===== src/logic/scc_pkg.sv =====
// synchronism check close gate: shared constants and register map
// assumes a 100 MHz relay clock and an AXI4-Lite register bus
package scc_pkg;
  // timing: figures in their own unit, cycle counts derived from the rate
  localparam int unsigned CLK_HZ   = 100_000_000;
  localparam int unsigned FAIL_MS  = 200;
  localparam int unsigned FAIL_CYC = CLK_HZ / 1000 * FAIL_MS;
  localparam int unsigned TICK_MS  = 100;
  localparam int unsigned TICK_CYC = CLK_HZ / 1000 * TICK_MS;

  // register map: global word, then one 32-byte page per stage
  localparam logic [7:0] GLOB_ADDR = 8'h00;
  localparam logic [2:0] PAGE_ST0  = 3'h1;
  localparam logic [4:0] MODE_OFF  = 5'h00;
  localparam logic [4:0] VOLT_OFF  = 5'h04;
  localparam logic [4:0] DIFF_OFF  = 5'h08;
  localparam logic [4:0] TIME_OFF  = 5'h0c;
  localparam logic [4:0] TMO_OFF   = 5'h10;
  localparam logic [4:0] STAT_OFF  = 5'h14;

  // global word fields
  localparam int GL_TWO_AUX  = 0;
  localparam int GL_AUX1_LN  = 1;
  localparam int GL_AUX2_LN  = 2;
  localparam int GL_PAIR_LSB = 4;
  // mode word fields
  localparam int MD_VEN    = 0;
  localparam int MD_DD     = 1;
  localparam int MD_DL     = 2;
  localparam int MD_LD     = 3;
  localparam int MD_SM_LSB = 4;

  typedef enum logic [1:0] {SCC_SM_OFF, SCC_SM_ASYNC, SCC_SM_SYNC}
    scc_smode_t;
  typedef enum logic [1:0] {SCC_PAIR_MAIN_A1, SCC_PAIR_MAIN_A2,
                            SCC_PAIR_A1_A2} scc_pair_t;

  // reset values
  localparam logic [31:0] GLOB_RST = 32'h0000_0000;
  localparam logic [31:0] MODE_RST = 32'h0000_0000;
  localparam logic [31:0] VOLT_RST = 32'h0320_00c8;
  localparam logic [31:0] DIFF_RST = 32'h0064_0064;
  localparam logic [31:0] TIME_RST = 32'h0064_07d0;
  localparam logic [31:0] TMO_RST  = 32'h0000_0064;

  localparam logic [1:0] RESP_OKAY   = 2'b00;
  localparam logic [1:0] RESP_SLVERR = 2'b10;

  // arithmetic constants: sqrt(3) in q8, angles in centidegrees
  localparam logic [8:0]  SQRT3_Q8 = 9'h1bb;
  localparam logic [16:0] PH_FULL  = 17'h08ca0;
  localparam logic [16:0] PH_HALF  = 17'h04650;
  localparam logic [16:0] PH_LL    = 17'h00bb8;
  localparam logic [39:0] ADV_MUL  = 40'h00_0000_0024;
  localparam logic [39:0] ADV_DIV  = 40'h00_0000_03e8;
endpackage


===== src/logic/scc_stage.sv =====
// one synchronism stage sequencer: request, timeout, fail pulse, close
// assumes sync_ok and tick come from flops in the same clock domain
`timescale 1ns/1ps
module scc_stage #(
  parameter int unsigned FAIL_CYC = scc_pkg::FAIL_CYC
) (
  input  wire logic        ref_clk,
  input  wire logic        rst_n,
  input  wire logic        tick,
  input  wire logic        close_cmd,
  input  wire logic        sync_ok,
  input  wire logic [15:0] timeout_ticks,
  output logic             request,
  output logic             fail,
  output logic             breaker_close
);
  typedef enum logic {SCC_IDLE, SCC_WAIT} scc_seq_t;
  typedef struct packed {
    scc_seq_t    seq;
    logic [15:0] tmo;
    logic [31:0] fcnt;
    logic        fail;
    logic        close;
  } scc_stage_state_t;

  scc_stage_state_t st_r;
  scc_stage_state_t st_nxt;
  logic             tmo_hit;

  // a zero timeout expires on the first tick rather than never
  assign tmo_hit = tick &&
    (({1'b0, st_r.tmo} + 17'h00001) >= {1'b0, timeout_ticks});

  // sequencer; fail countdown first so a fresh timeout reloads it
  always_comb begin
    st_nxt = st_r;
    st_nxt.close = 1'b0;
    if (st_r.fail) begin
      if (st_r.fcnt == 32'h0) st_nxt.fail = 1'b0;
      else st_nxt.fcnt = st_r.fcnt - 32'h1;
    end
    unique case (st_r.seq)
      SCC_IDLE: begin
        if (close_cmd) begin
          st_nxt.seq = SCC_WAIT;
          st_nxt.tmo = 16'h0;
        end
      end
      SCC_WAIT: begin
        // further close commands are dropped while waiting
        if (sync_ok) begin
          st_nxt.close = 1'b1;
          st_nxt.seq   = SCC_IDLE;
          st_nxt.tmo   = 16'h0;
        end else if (tmo_hit) begin
          st_nxt.seq  = SCC_IDLE;
          st_nxt.tmo  = 16'h0;
          st_nxt.fail = 1'b1;
          st_nxt.fcnt = 32'(FAIL_CYC - 1);
        end else if (tick) begin
          st_nxt.tmo = st_r.tmo + 16'h1;
        end
      end
    endcase
  end

  always_ff @(posedge ref_clk or negedge rst_n) begin
    if (!rst_n) st_r <= '0;
    else st_r <= st_nxt;
  end

  assign request       = (st_r.seq == SCC_WAIT);
  assign fail          = st_r.fail;
  assign breaker_close = st_r.close;

  start_req_a: assert property (@(posedge ref_clk) disable iff (!rst_n)
    !request && close_cmd |=> request)
    else $error("close command did not open a request");
  busy_hold_a: assert property (@(posedge ref_clk) disable iff (!rst_n)
    request && close_cmd && !sync_ok && !tick |=> request && $stable(st_r.tmo))
    else $error("close command disturbed a pending request");
  ok_close_a: assert property (@(posedge ref_clk) disable iff (!rst_n)
    request && sync_ok |=> breaker_close && !request ##1 !breaker_close)
    else $error("synchronism did not give a single close");
  tmo_fail_a: assert property (@(posedge ref_clk) disable iff (!rst_n)
    request && !sync_ok && tmo_hit |=> fail && !request && !breaker_close)
    else $error("timeout did not end request with fail");
  fail_len_a: assert property (@(posedge ref_clk) disable iff (!rst_n)
    (fail && st_r.fcnt != 32'h0 |=> fail) and
    (fail && st_r.fcnt == 32'h0 && !tmo_hit |=> !fail))
    else $error("fail pulse length wrong");
endmodule


===== src/logic/scc_top.sv =====
// synchronism check close gate: register file, criteria, two stages
// assumes measurements arrive already scaled, one set per meas_valid
//
// Contract
// - a voltage below the dead threshold counts as dead
// - a voltage above the live threshold counts as live
// - voltage and frequency/phase criteria enable separately per stage
// - voltage mode names reference then comparison; any set of DD, DL, LD
// - frequency/phase criterion needs both live and all differences in limits
// - zero-phase mode closes early by breaker time times slip
// - within-limit mode closes early so closure meets the phase limit
// - synchronism mode off ignores frequency and phase entirely
// - a close command starts a stage request
// - request holds from start until synchronism or timeout
// - timeout without synchronism gives one fixed 200 ms fail pulse
// - synchronism in time gives an internal breaker close only
// - ok follows the synchronism conditions, request or not
// - bypass declares synchronism at all times
// - request, ok and fail of each stage are outputs for routing
// - one stage normally, two stages with two auxiliary inputs
// - stage one main versus first aux; stage two selectable pair
// - stage two converts phase-neutral aux inputs to line-line
`timescale 1ns/1ps
module scc_top #(
  parameter int unsigned TICK_CYC = scc_pkg::TICK_CYC,
  parameter int unsigned FAIL_CYC = scc_pkg::FAIL_CYC
) (
  input  wire logic        ref_clk,
  input  wire logic        rst_n,
  input  wire logic [7:0]  s_axi_awaddr,
  input  wire logic        s_axi_awvalid,
  output logic             s_axi_awready,
  input  wire logic [31:0] s_axi_wdata,
  input  wire logic [3:0]  s_axi_wstrb,
  input  wire logic        s_axi_wvalid,
  output logic             s_axi_wready,
  output logic [1:0]       s_axi_bresp,
  output logic             s_axi_bvalid,
  input  wire logic        s_axi_bready,
  input  wire logic [7:0]  s_axi_araddr,
  input  wire logic        s_axi_arvalid,
  output logic             s_axi_arready,
  output logic [31:0]      s_axi_rdata,
  output logic [1:0]       s_axi_rresp,
  output logic             s_axi_rvalid,
  input  wire logic        s_axi_rready,
  input  wire logic [1:0]  close_cmd,
  input  wire logic [1:0]  bypass,
  input  wire logic        meas_valid,
  input  wire logic [15:0] main_line_voltage_mag,
  input  wire logic [15:0] main_line_voltage_freq,
  input  wire logic [15:0] main_line_voltage_phase,
  input  wire logic [15:0] first_aux_line_voltage_mag,
  input  wire logic [15:0] first_aux_line_voltage_freq,
  input  wire logic [15:0] first_aux_line_voltage_phase,
  input  wire logic [15:0] second_aux_line_voltage_mag,
  input  wire logic [15:0] second_aux_line_voltage_freq,
  input  wire logic [15:0] second_aux_line_voltage_phase,
  output logic [1:0]       sync_request,
  output logic [1:0]       sync_ok,
  output logic [1:0]       sync_fail,
  output logic [1:0]       breaker_close
);
  typedef struct packed {
    logic [7:0]       awaddr;
    logic             aw_got;
    logic [31:0]      wdata;
    logic [3:0]       wstrb;
    logic             w_got;
    logic             bvalid;
    logic [1:0]       bresp;
    logic             rvalid;
    logic [31:0]      rdata;
    logic [1:0]       rresp;
    logic [31:0]      glob;
    logic [1:0][31:0] mode;
    logic [1:0][31:0] volt;
    logic [1:0][31:0] diff;
    logic [1:0][31:0] timing;
    logic [1:0][31:0] tmo;
    logic [1:0]       vok;
    logic [1:0]       fpok;
    logic [1:0]       ok;
    logic [31:0]      tick_cnt;
    logic             tick;
  } scc_top_state_t;

  scc_top_state_t   st_r;
  scc_top_state_t   st_nxt;
  logic [1:0][15:0] rm, cm, rf, cf, rp, cp;
  logic [1:0]       vok_c, fpok_c, en;
  logic [15:0]      a1m, a1p, a2m, a2p;
  logic [1:0]       wdec, rdec;
  scc_pkg::scc_pair_t pair;

  // sqrt(3) scaling, saturated so a large input cannot wrap to small
  function automatic logic [15:0] scc_ll_mag(input logic [15:0] m);
    logic [24:0] p;
    p = 25'(m) * 25'(scc_pkg::SQRT3_Q8);
    return p[24] ? 16'hffff : p[23:8];
  endfunction

  // line-line leads its phase-neutral voltage by 30 degrees
  function automatic logic [15:0] scc_ll_ph(input logic [15:0] a);
    logic [16:0] s;
    logic [16:0] t;
    s = {1'b0, a} + scc_pkg::PH_LL;
    t = (s >= scc_pkg::PH_FULL) ? s - scc_pkg::PH_FULL : s;
    return t[15:0];
  endfunction

  function automatic logic [31:0] scc_wm(input logic [31:0] o,
                                         input logic [31:0] d,
                                         input logic [3:0]  b);
    logic [31:0] r;
    r = o;
    for (int i = 0; i < 4; i++) begin
      if (b[i]) r[8*i +: 8] = d[8*i +: 8];
    end
    return r;
  endfunction

  // address to {page hit, stage index}
  function automatic logic [1:0] scc_dec(input logic [7:0] a);
    logic [2:0] d;
    d = a[7:5] - scc_pkg::PAGE_ST0;
    return {d < 3'h2, d[0]};
  endfunction

  // stage two sees aux inputs as line-line quantities
  assign a1m = st_r.glob[scc_pkg::GL_AUX1_LN] ?
               scc_ll_mag(first_aux_line_voltage_mag) :
               first_aux_line_voltage_mag;
  assign a1p = st_r.glob[scc_pkg::GL_AUX1_LN] ?
               scc_ll_ph(first_aux_line_voltage_phase) :
               first_aux_line_voltage_phase;
  assign a2m = st_r.glob[scc_pkg::GL_AUX2_LN] ?
               scc_ll_mag(second_aux_line_voltage_mag) :
               second_aux_line_voltage_mag;
  assign a2p = st_r.glob[scc_pkg::GL_AUX2_LN] ?
               scc_ll_ph(second_aux_line_voltage_phase) :
               second_aux_line_voltage_phase;

  assign pair  = scc_pkg::scc_pair_t'(st_r.glob[scc_pkg::GL_PAIR_LSB +: 2]);
  // second stage exists only with two aux inputs
  assign en    = {st_r.glob[scc_pkg::GL_TWO_AUX], 1'b1};

  // both stages in one process so each vector keeps a single driver;
  // stage one fixed, stage two code 3 falls back to main/first aux
  always_comb begin
    rm[0] = main_line_voltage_mag;
    rf[0] = main_line_voltage_freq;
    rp[0] = main_line_voltage_phase;
    cm[0] = first_aux_line_voltage_mag;
    cf[0] = first_aux_line_voltage_freq;
    cp[0] = first_aux_line_voltage_phase;
    rm[1] = main_line_voltage_mag;
    rf[1] = main_line_voltage_freq;
    rp[1] = main_line_voltage_phase;
    cm[1] = a1m;
    cf[1] = first_aux_line_voltage_freq;
    cp[1] = a1p;
    unique case (pair)
      scc_pkg::SCC_PAIR_MAIN_A2: begin
        cm[1] = a2m;
        cf[1] = second_aux_line_voltage_freq;
        cp[1] = a2p;
      end
      scc_pkg::SCC_PAIR_A1_A2: begin
        rm[1] = a1m;
        rf[1] = first_aux_line_voltage_freq;
        rp[1] = a1p;
        cm[1] = a2m;
        cf[1] = second_aux_line_voltage_freq;
        cp[1] = a2p;
      end
      default: ;
    endcase
  end

  // per-stage criteria; angles in centidegrees, slip in mHz, time in ms
  genvar g;
  for (g = 0; g < 2; g++) begin : g_st
    logic signed [16:0] dfs, dpr, dps;
    logic [16:0] adf, adp, du;
    logic [39:0] adv;
    logic [31:0] md;
    logic [15:0] plim;
    logic rd, rl, cd, cl, appr, ph_ok, dif_ok;
    scc_pkg::scc_smode_t sm;

    assign md   = st_r.mode[g];
    assign plim = st_r.timing[g][15:0];
    assign sm   = scc_pkg::scc_smode_t'(md[scc_pkg::MD_SM_LSB +: 2]);
    assign rd   = rm[g] < st_r.volt[g][15:0];
    assign cd   = cm[g] < st_r.volt[g][15:0];
    assign rl   = rm[g] > st_r.volt[g][31:16];
    assign cl   = cm[g] > st_r.volt[g][31:16];
    assign du   = (rm[g] > cm[g]) ? {1'b0, rm[g] - cm[g]} :
                                    {1'b0, cm[g] - rm[g]};
    assign dfs  = $signed({1'b0, cf[g]}) - $signed({1'b0, rf[g]});
    assign adf  = dfs[16] ? 17'(-dfs) : 17'(dfs);
    // phase difference folded into -180..+180 degrees
    assign dpr  = $signed({1'b0, cp[g]}) - $signed({1'b0, rp[g]});
    assign dps  = (dpr > $signed(scc_pkg::PH_HALF)) ?
                    dpr - $signed(scc_pkg::PH_FULL) :
                  (dpr < -$signed(scc_pkg::PH_HALF)) ?
                    dpr + $signed(scc_pkg::PH_FULL) : dpr;
    assign adp  = dps[16] ? 17'(-dps) : 17'(dps);
    // angle slipped during the breaker closing time
    assign adv  = (40'(adf) * 40'(st_r.timing[g][31:16]) *
                   scc_pkg::ADV_MUL) / scc_pkg::ADV_DIV;
    // slip drives the angle toward zero
    assign appr = (dps == 17'sh0) || (dfs != 17'sh0 && dps[16] != dfs[16]);
    // sync aims at zero, async at the moment the limit is entered
    assign ph_ok = (sm == scc_pkg::SCC_SM_SYNC) ?
      (appr && 40'(adp) <= adv && adp <= {1'b0, plim}) :
      (adp <= {1'b0, plim} ||
       (appr && 40'(adp) <= adv + 40'(plim)));
    assign dif_ok = rl && cl && du <= {1'b0, st_r.diff[g][15:0]} &&
                    adf <= {1'b0, st_r.diff[g][31:16]};
    assign fpok_c[g] = (sm == scc_pkg::SCC_SM_ASYNC ||
                        sm == scc_pkg::SCC_SM_SYNC) &&
                       dif_ok && ph_ok;
    assign vok_c[g] = md[scc_pkg::MD_VEN] &&
                      ((md[scc_pkg::MD_DD] && rd && cd) ||
                       (md[scc_pkg::MD_DL] && rd && cl) ||
                       (md[scc_pkg::MD_LD] && rl && cd));

    // commands only ever reach the stage, never the breaker
    scc_stage #(.FAIL_CYC(FAIL_CYC)) u_stage (
      .ref_clk       (ref_clk),
      .rst_n         (rst_n),
      .tick          (st_r.tick),
      .close_cmd     (close_cmd[g] && en[g]),
      .sync_ok       (st_r.ok[g]),
      .timeout_ticks (st_r.tmo[g][15:0]),
      .request       (sync_request[g]),
      .fail          (sync_fail[g]),
      .breaker_close (breaker_close[g])
    );

    dead_eval_a: assert property (@(posedge ref_clk) disable iff (!rst_n)
      meas_valid && md[scc_pkg::MD_VEN] && md[scc_pkg::MD_DD] &&
      rm[g] < st_r.volt[g][15:0] && cm[g] < st_r.volt[g][15:0]
      |=> st_r.vok[g])
      else $error("both sides dead not accepted");
    smode_off_a: assert property (@(posedge ref_clk) disable iff (!rst_n)
      meas_valid && sm == scc_pkg::SCC_SM_OFF |=> !st_r.fpok[g])
      else $error("phase criterion used while off");
    need_live_a: assert property (@(posedge ref_clk) disable iff (!rst_n)
      meas_valid && !(rm[g] > st_r.volt[g][31:16] &&
                      cm[g] > st_r.volt[g][31:16]) |=> !st_r.fpok[g])
      else $error("phase criterion passed without live sides");
    bypass_ok_a: assert property (@(posedge ref_clk) disable iff (!rst_n)
      en[g] && bypass[g] |=> sync_ok[g] ##1 (sync_ok[g] || !$past(bypass[g])))
      else $error("bypass did not declare synchronism");
  end

  assign wdec = scc_dec(st_r.awaddr);
  assign rdec = scc_dec(s_axi_araddr);

  // whole-block next state: tick, criteria, bus slave
  always_comb begin
    st_nxt = st_r;
    // 100 ms tick for request timeouts
    if (st_r.tick_cnt >= 32'(TICK_CYC - 1)) begin
      st_nxt.tick_cnt = 32'h0;
      st_nxt.tick     = 1'b1;
    end else begin
      st_nxt.tick_cnt = st_r.tick_cnt + 32'h1;
      st_nxt.tick     = 1'b0;
    end
    // criteria sampled once per measurement set
    if (meas_valid) begin
      st_nxt.vok  = vok_c;
      st_nxt.fpok = fpok_c;
    end
    // either enabled criterion grants; bypass overrides
    // ok is independent of any pending request
    st_nxt.ok = en & (bypass | st_r.vok | st_r.fpok);
    // write channel: address and data accepted in either order
    if (s_axi_awvalid && s_axi_awready) begin
      st_nxt.awaddr = s_axi_awaddr;
      st_nxt.aw_got = 1'b1;
    end
    if (s_axi_wvalid && s_axi_wready) begin
      st_nxt.wdata = s_axi_wdata;
      st_nxt.wstrb = s_axi_wstrb;
      st_nxt.w_got = 1'b1;
    end
    if (st_r.bvalid && s_axi_bready) st_nxt.bvalid = 1'b0;
    if (st_r.aw_got && st_r.w_got) begin
      st_nxt.aw_got = 1'b0;
      st_nxt.w_got  = 1'b0;
      st_nxt.bvalid = 1'b1;
      st_nxt.bresp  = scc_pkg::RESP_OKAY;
      if (st_r.awaddr == scc_pkg::GLOB_ADDR) begin
        st_nxt.glob = scc_wm(st_r.glob, st_r.wdata, st_r.wstrb);
      end else if (wdec[1]) begin
        unique case (st_r.awaddr[4:0])
          scc_pkg::MODE_OFF: st_nxt.mode[wdec[0]] =
            scc_wm(st_r.mode[wdec[0]], st_r.wdata, st_r.wstrb);
          scc_pkg::VOLT_OFF: st_nxt.volt[wdec[0]] =
            scc_wm(st_r.volt[wdec[0]], st_r.wdata, st_r.wstrb);
          scc_pkg::DIFF_OFF: st_nxt.diff[wdec[0]] =
            scc_wm(st_r.diff[wdec[0]], st_r.wdata, st_r.wstrb);
          scc_pkg::TIME_OFF: st_nxt.timing[wdec[0]] =
            scc_wm(st_r.timing[wdec[0]], st_r.wdata, st_r.wstrb);
          scc_pkg::TMO_OFF: st_nxt.tmo[wdec[0]] =
            scc_wm(st_r.tmo[wdec[0]], st_r.wdata, st_r.wstrb);
          scc_pkg::STAT_OFF: ;  // status is read-only; write dropped
          default: st_nxt.bresp = scc_pkg::RESP_SLVERR;
        endcase
      end else begin
        st_nxt.bresp = scc_pkg::RESP_SLVERR;
      end
    end
    // read channel: one read outstanding, answered next cycle
    if (st_r.rvalid && s_axi_rready) st_nxt.rvalid = 1'b0;
    if (s_axi_arvalid && s_axi_arready) begin
      st_nxt.rvalid = 1'b1;
      st_nxt.rresp  = scc_pkg::RESP_OKAY;
      st_nxt.rdata  = 32'h0;
      if (s_axi_araddr == scc_pkg::GLOB_ADDR) begin
        st_nxt.rdata = st_r.glob;
      end else if (rdec[1]) begin
        unique case (s_axi_araddr[4:0])
          scc_pkg::MODE_OFF: st_nxt.rdata = st_r.mode[rdec[0]];
          scc_pkg::VOLT_OFF: st_nxt.rdata = st_r.volt[rdec[0]];
          scc_pkg::DIFF_OFF: st_nxt.rdata = st_r.diff[rdec[0]];
          scc_pkg::TIME_OFF: st_nxt.rdata = st_r.timing[rdec[0]];
          scc_pkg::TMO_OFF:  st_nxt.rdata = st_r.tmo[rdec[0]];
          scc_pkg::STAT_OFF: st_nxt.rdata = {27'h0,
            st_r.fpok[rdec[0]], st_r.vok[rdec[0]], sync_fail[rdec[0]],
            st_r.ok[rdec[0]], sync_request[rdec[0]]};
          default: st_nxt.rresp = scc_pkg::RESP_SLVERR;
        endcase
      end else begin
        st_nxt.rresp = scc_pkg::RESP_SLVERR;
      end
    end
  end

  always_ff @(posedge ref_clk or negedge rst_n) begin
    if (!rst_n) begin
      st_r        <= '0;
      st_r.glob   <= scc_pkg::GLOB_RST;
      st_r.mode   <= {2{scc_pkg::MODE_RST}};
      st_r.volt   <= {2{scc_pkg::VOLT_RST}};
      st_r.diff   <= {2{scc_pkg::DIFF_RST}};
      st_r.timing <= {2{scc_pkg::TIME_RST}};
      st_r.tmo    <= {2{scc_pkg::TMO_RST}};
    end else begin
      st_r <= st_nxt;
    end
  end

  // ready terms hold off a new transfer until the response is taken
  assign s_axi_awready = !st_r.aw_got && !st_r.bvalid;
  assign s_axi_wready  = !st_r.w_got && !st_r.bvalid;
  assign s_axi_bvalid  = st_r.bvalid;
  assign s_axi_bresp   = st_r.bresp;
  assign s_axi_arready = !st_r.rvalid;
  assign s_axi_rvalid  = st_r.rvalid;
  assign s_axi_rdata   = st_r.rdata;
  assign s_axi_rresp   = st_r.rresp;
  assign sync_ok       = st_r.ok;

  bresp_hold_a: assert property (@(posedge ref_clk) disable iff (!rst_n)
    s_axi_bvalid && !s_axi_bready |=> s_axi_bvalid && $stable(s_axi_bresp))
    else $error("write response dropped before taken");
endmodule


===== config.mk =====
export PLATFORM = sky130hd
export DESIGN_NAME = scc_top
export DESIGN_NICKNAME = d
export VERILOG_FILES = /design/src/logic/scc_pkg.sv /design/src/logic/scc_stage.sv /design/src/logic/scc_top.sv
export SDC_FILE = /design/constraint.sdc
export NUM_CORES = 2
export LEC_CHECK = 0
export ABC_AREA = 1
export ABC_CLOCK_PERIOD_IN_PS = 51700
export BUFFER_PORTS_ARGS = -buffer_cell sky130_fd_sc_hd__buf_2
export CAP_MARGIN = 20
export CORE_ASPECT_RATIO = 2
export CORE_UTILIZATION = 70
export DETAILED_ROUTE_END_ITERATION = 12
export PLACE_DENSITY = 0.93
export SYNTH_ARGS = -nofsm -noshare
export SYNTH_HDL_FRONTEND = slang
export SYNTH_SLANG_ARGS = --single-unit

===== constraint.sdc =====
create_clock -name ref_clk -period 51.7 [get_ports ref_clk]
set_input_delay 2.585 -clock ref_clk [delete_from_list [all_inputs] [get_ports ref_clk]]
set_output_delay 2.585 -clock ref_clk [all_outputs]
set_load 0.01 [all_outputs]

==> results of run 1 <==
## routing by layer
metal,GRT overflow,GRT usage (%)
met1,0,53.4
met2,3,90.0
met3,0,29.9
met4,5,65.6
met5,0,4.17
## per-stage QoR
| step | hold slack, ns | cell area [um^2] | instances | worst slack, ns | utilization [%] |
|---|---|---|---|---|---|
| after detailed placement | 0.474 | 95300 | 14800 | 15.49 | 72.6 |
| after global placement | 0.449 | 95300 | 14800 | 16.07 | 72.6 |
| after CTS | 0.491 | 97100 | 14900 | 15.98 | 74.0 |
| after floorplan | 0.433 | 92700 | 13100 | 22.13 | - |
## cells in the mapped netlist, types with 33 or more instances
master / n / area share [%]
nand4_1: 97 / 0.65
dfstp_2: 48 / 1.4
dfrtp_1: 527 / 14
nor2_1: 1012 / 4.1
a221oi_1: 33 / 0.31
nor3_1: 99 / 0.53
fa_1: 558 / 12
nand2_4: 181 / 2.2
o22ai_1: 60 / 0.41
inv_2: 143 / 0.58
buf_4: 44 / 0.36
nor4_1: 38 / 0.26
clkinv_1: 38 / 0.15
o41ai_1: 33 / 0.31
o21ai_0: 825 / 4.5
nor2_2: 100 / 0.68
nand2_1: 2596 / 11
nor2_4: 45 / 0.55
clkbuf_1: 307 / 1.2
xor2_1: 331 / 3.1
nand3_2: 135 / 1.5
a31oi_1: 37 / 0.25
o21bai_1: 69 / 0.56
o211ai_1: 54 / 0.44
o21ai_1: 87 / 0.47
nand3_1: 558 / 3.0
ha_1: 945 / 13
xnor2_1: 124 / 1.2
nand2_2: 323 / 2.2
a21oi_2: 33 / 0.31
a21oi_1: 924 / 5.0
o21ai_2: 57 / 0.54
o21a_1: 41 / 0.33
inv_1: 2187 / 8.9
## kinds of logic after synthesis
logic type | count (synthesis) | synth area share, %
mux | 14 | 0.161
xor+xnor | 457 | 4.34
compound gates | 2462 | 15.5
flops | 575 | 15.6
other cells | 1 | 0.00405
simple gates | 5332 | 27.9
fa+ha+maj | 1503 | 24.8
buf+inv | 2788 | 11.7
==> results by group, run 1 <==
Outcome
  – Status: stopped before the end
  – Failed at: global routing (5_1_grt)
  – Error message: [ERROR GRT-0116] Global routing finished with congestion. Check the congestion regions in the DRC Viewer.

Placed design
  – DP Wirelength: approximately 290 mm
  – RePlAce Congestion: between 1 and 1.5
  – # port buffers: 254

Synthesis
  – Number of synthesized flops with an enable pin: 0
  – Synth cell types: 106
  – Post-Synthesis Cells: about 13000
  – Main synth FF type: dfrtp_1
  – Mean Syn Cell Area: just over 7 um^2
  – Yosys reg bits: 575
  – Async S/R FF share, synth: 100%
  – Syn. warnings: 0
  – Sequential share of the synthesized area: about 16%
  – Netlist Area Pre-Place: slightly above 90000 um^2

Clock network
  – Max Root-Sink Buffers: 3
  – Clock sinks: roughly 580
  – Setup Fix Bufs, Post-CTS: 0
  – CTS Hold Bufs: 0
  – CTS Buf Count: just under 50
  – CTS Root Cell: clkbuf_16
  – CTS HTree Levels: 2
  – Post_cts resized: 0

Global routing
  – Largest net degree at the start of global routing: around 170
  – Overflow after GRT: 8
  – GRT Total Usage: 59.1%
  – Global-route wire length before repair: roughly 610 mm
  – Vias in the first global route: roughly 100k

Floorplanning
  – Site Rows: between 150 and 200
  – # IOs: 257
  – Initial Utilization: between 70% and 80%
  – Die Y-Extent: a little over 500 um
  – Die width: roughly 260 um
==> run 2: changes to the inputs <==
--- a/config.mk
+++ b/config.mk
@@ -9,10 +9,9 @@
 export ABC_CLOCK_PERIOD_IN_PS = 51700
 export BUFFER_PORTS_ARGS = -buffer_cell sky130_fd_sc_hd__buf_2
 export CAP_MARGIN = 20
-export CORE_ASPECT_RATIO = 2
-export CORE_UTILIZATION = 70
+export CORE_UTILIZATION = 40
 export DETAILED_ROUTE_END_ITERATION = 12
-export PLACE_DENSITY = 0.93
+export PLACE_DENSITY_LB_ADDON = 0.15
 export SYNTH_ARGS = -nofsm -noshare
 export SYNTH_HDL_FRONTEND = slang
 export SYNTH_SLANG_ARGS = --single-unit
==> results by group, run 2 <==
Outcome
  – Status: complete, no violations

Synthesis
  – Async S/R FF share, synth: 100%
  – Yosys reg bits: between 500 and 600
  – Share of the synthesized area in the top cell type: between 10% and 20%
  – Netlist Area Pre-Place: 92700 um^2
  – Number of synthesized flops with an enable pin: 0
  – Mean Syn Cell Area: 7.06 um^2
  – Syn. warnings: 0
  – Post-Synthesis Cells: about 13000
  – Synth area leader: dfrtp_1
  – Synth cell types: around 110
  – Top-count cell post-synth: nand2_1
  – Sequential share of the synthesized area: around 16%
  – Main synth FF type: dfrtp_1
  – Synth cell count leaders: nand2_1, inv_1, nor2_1, ha_1, a21oi_1
  – Top post-synthesis cells by area: dfrtp_1, ha_1, fa_1, nand2_1, inv_1

Clock network
  – CTS Buf Count: 72
  – Clock sinks: between 500 and 600
  – Max Root-Sink Buffers: 3
  – CTS Hold Bufs: 0
  – Post_cts resized: 0
  – Worst-path clk slew: approximately 0.060 ns
  – CTS tree: done
  – CTS HTree Levels: 3
  – Setup Fix Bufs, Post-CTS: 0
  – CTS Root Cell: clkbuf_16
  – Skew-Pair Late Insertion Delay: 0.67 ns

STA
  – Layout Skew: approximately 0.037 ns
  – Achievable Freq: around 28 MHz
  – Fin crit share: between 60% and 70%
  – Slew HR: about a quarter
  – RSZ-0062 raised after global routing: no
  – Final hold violations: 0
  – Slew Limit Fails: 0
  – Worst-Margin Slew: around 1.1 ns
  – Period minus WS final: 35.86 ns
  – Count of final setup violators: 0
  – Setup TNS: 0 ns

Critical path
  – CP top delay family: simple AND/OR/NAND/NOR gates
  – Required time worst endpoint: 52.18 ns
  – WP data arrival: between 30 and 40 ns
  – CP max stage delay: between 0.7 and 0.8 ns
  – CP Launch Type: input pin
  – Flop2flop setup slack: between 15 and 20 ns
  – Worst reg-to-reg path cell count: around 220
  – CP max stage cell: o41ai_1
  – Reg-to-Reg Start: pair[1]
  – Setup CP Type: in2reg
  – Most used cell along the critical path: nand2_4
  – WP buf/inv: 26
  – CP Capture Type: flip-flop
  – Critical R2R Capture: st_r[36]
  – CP max FO: 15

Cells and area
  – Post-route cell area: ~99000 um^2
  – Area Growth Syn to Fin: 7.35%
  – Post-route insts no fill: 16300
  – Fin util: between 40% and 50%
  – Nets@finish: between 10000 and 15000
  – Share of layout cells above drive strength 1: about an eighth
  – Most common cell after layout, fill and taps aside: nand2_1
  – Top reg by flops: st_r
  – Most frequent cells in the layout: nand2_1, inv_1, nor2_1
  – Max FFs per register: ~340

Drt
  – Via count: 87700
  – Routed wire per std cell: slightly above 20 um
  – DRC Markers: 0
  – Total routed wirelength: between 300 and 400 mm
  – Number of vias per cell: 5.39
  – Number of antenna-violating nets in the routed design: 0
  – Pre-antenna DRT Iters: 6
  – Initial DRC count: ~6700

Floorplanning
  – # IOs: between 200 and 300
  – Die Y-Extent: between 400 and 500 um
  – Site Rows: ~180
  – Initial Utilization: 40.3%
  – Die area: between 200000 and 250000 um^2
  – Core ar.: about 230000 um^2
  – Die width: slightly below 500 um

Global routing
  – Overflow after GRT: 0
  – Largest net degree at the start of global routing: between 100 and 150
  – Vias in the first global route: approximately 86000
  – Antenna violations before repair: 11
  – Global-route wire length before repair: just over 500 mm
  – GRT Total Usage: between 20% and 30%

Job
  – Max Cap Viol: 0

Placed design
  – Placed inst area: between 90000 and 100000 um^2
  – DP Wirelength: approximately 280 mm
  – RePlAce Congestion: about 0.99
  – Inst Count DP: 16100
  – # port buffers: between 200 and 300

Min path
  – WHS Endpoint: st_r[1]
  – Hold path cells: 1
  – Min-delay src: st_r[1]
  – Type of the worst min-delay path: reg2reg
## run 2: cell counts after synthesis
Identical to the previous run, type by type.
## run 2: kinds of logic after synthesis
family / count (synthesis) / synth area share, %
adder cells (fa/ha/maj): 1503 / 24.8
buffers and inverters: 2788 / 11.7
flip-flops: 575 / 15.6
AO/OA/AOI/OAI: 2462 / 15.5
AND/OR/NAND/NOR: 5332 / 27.9
other: 1 / 0.00405
XOR/XNOR: 457 / 4.34
multiplexers: 14 / 0.161
## run 2: how the worst max path moves through the flow
stage	from	to	slack [ns]	cells past startpoint
floorplan	first_aux_line_voltage_freq[0]	st_r[36]	22.13	221
global placement	first_aux_line_voltage_freq[0]	st_r[35]	14.25	212
detailed placement	first_aux_line_voltage_freq[0]	st_r[35]	14.39	212
CTS	first_aux_line_voltage_freq[0]	st_r[35]	14.95	214
global route	first_aux_line_voltage_freq[0]	st_r[35]	12.62	219
finish	first_aux_line_voltage_freq[0]	st_r[35]	15.84	213
## run 2: final cells by class
| class | instances | area, um^2 |
|---|---|---|
| Timing Repair Buffer | 336 | 1900 |
| Clock buffer | 103 | 2100 |
| Clock inverter | 30 | 433 |
| Inverter | 2421 | 9300 |
| Multi-Input combinational cell | 9782 | 67500 |
| Sequential cell | 575 | 14500 |
| Tap cell | 3026 | 3790 |
| Fill cell | 23900 | 131000 |
| Antenna cell | 7 | 17.5 |
## run 2: through the flow
step | setup slack (ns) | hold slack (ns)
after global placement | 14.25 | 0.450
final | 15.84 | 0.458
after floorplan | 22.13 | 0.433
after global routing | 12.62 | 0.477
after detailed placement | 14.39 | 0.452
after CTS | 14.95 | 0.460
## run 2: metal layers
layer / track usage, % / vias up / routed length (um)
met2: 47.9 / 2790 / 158000
met3: 2.74 / 505 / 19000
li1: - / 42200 / -
met4: 10.5 / 8 / 13500
met5: 0 / - / 54
met1: 37.1 / 42200 / 145000
Power of run 2 is left out: the tool's default activity adds up to more than one toggle a clock period on the data nets, which glitch-free logic cannot reach.
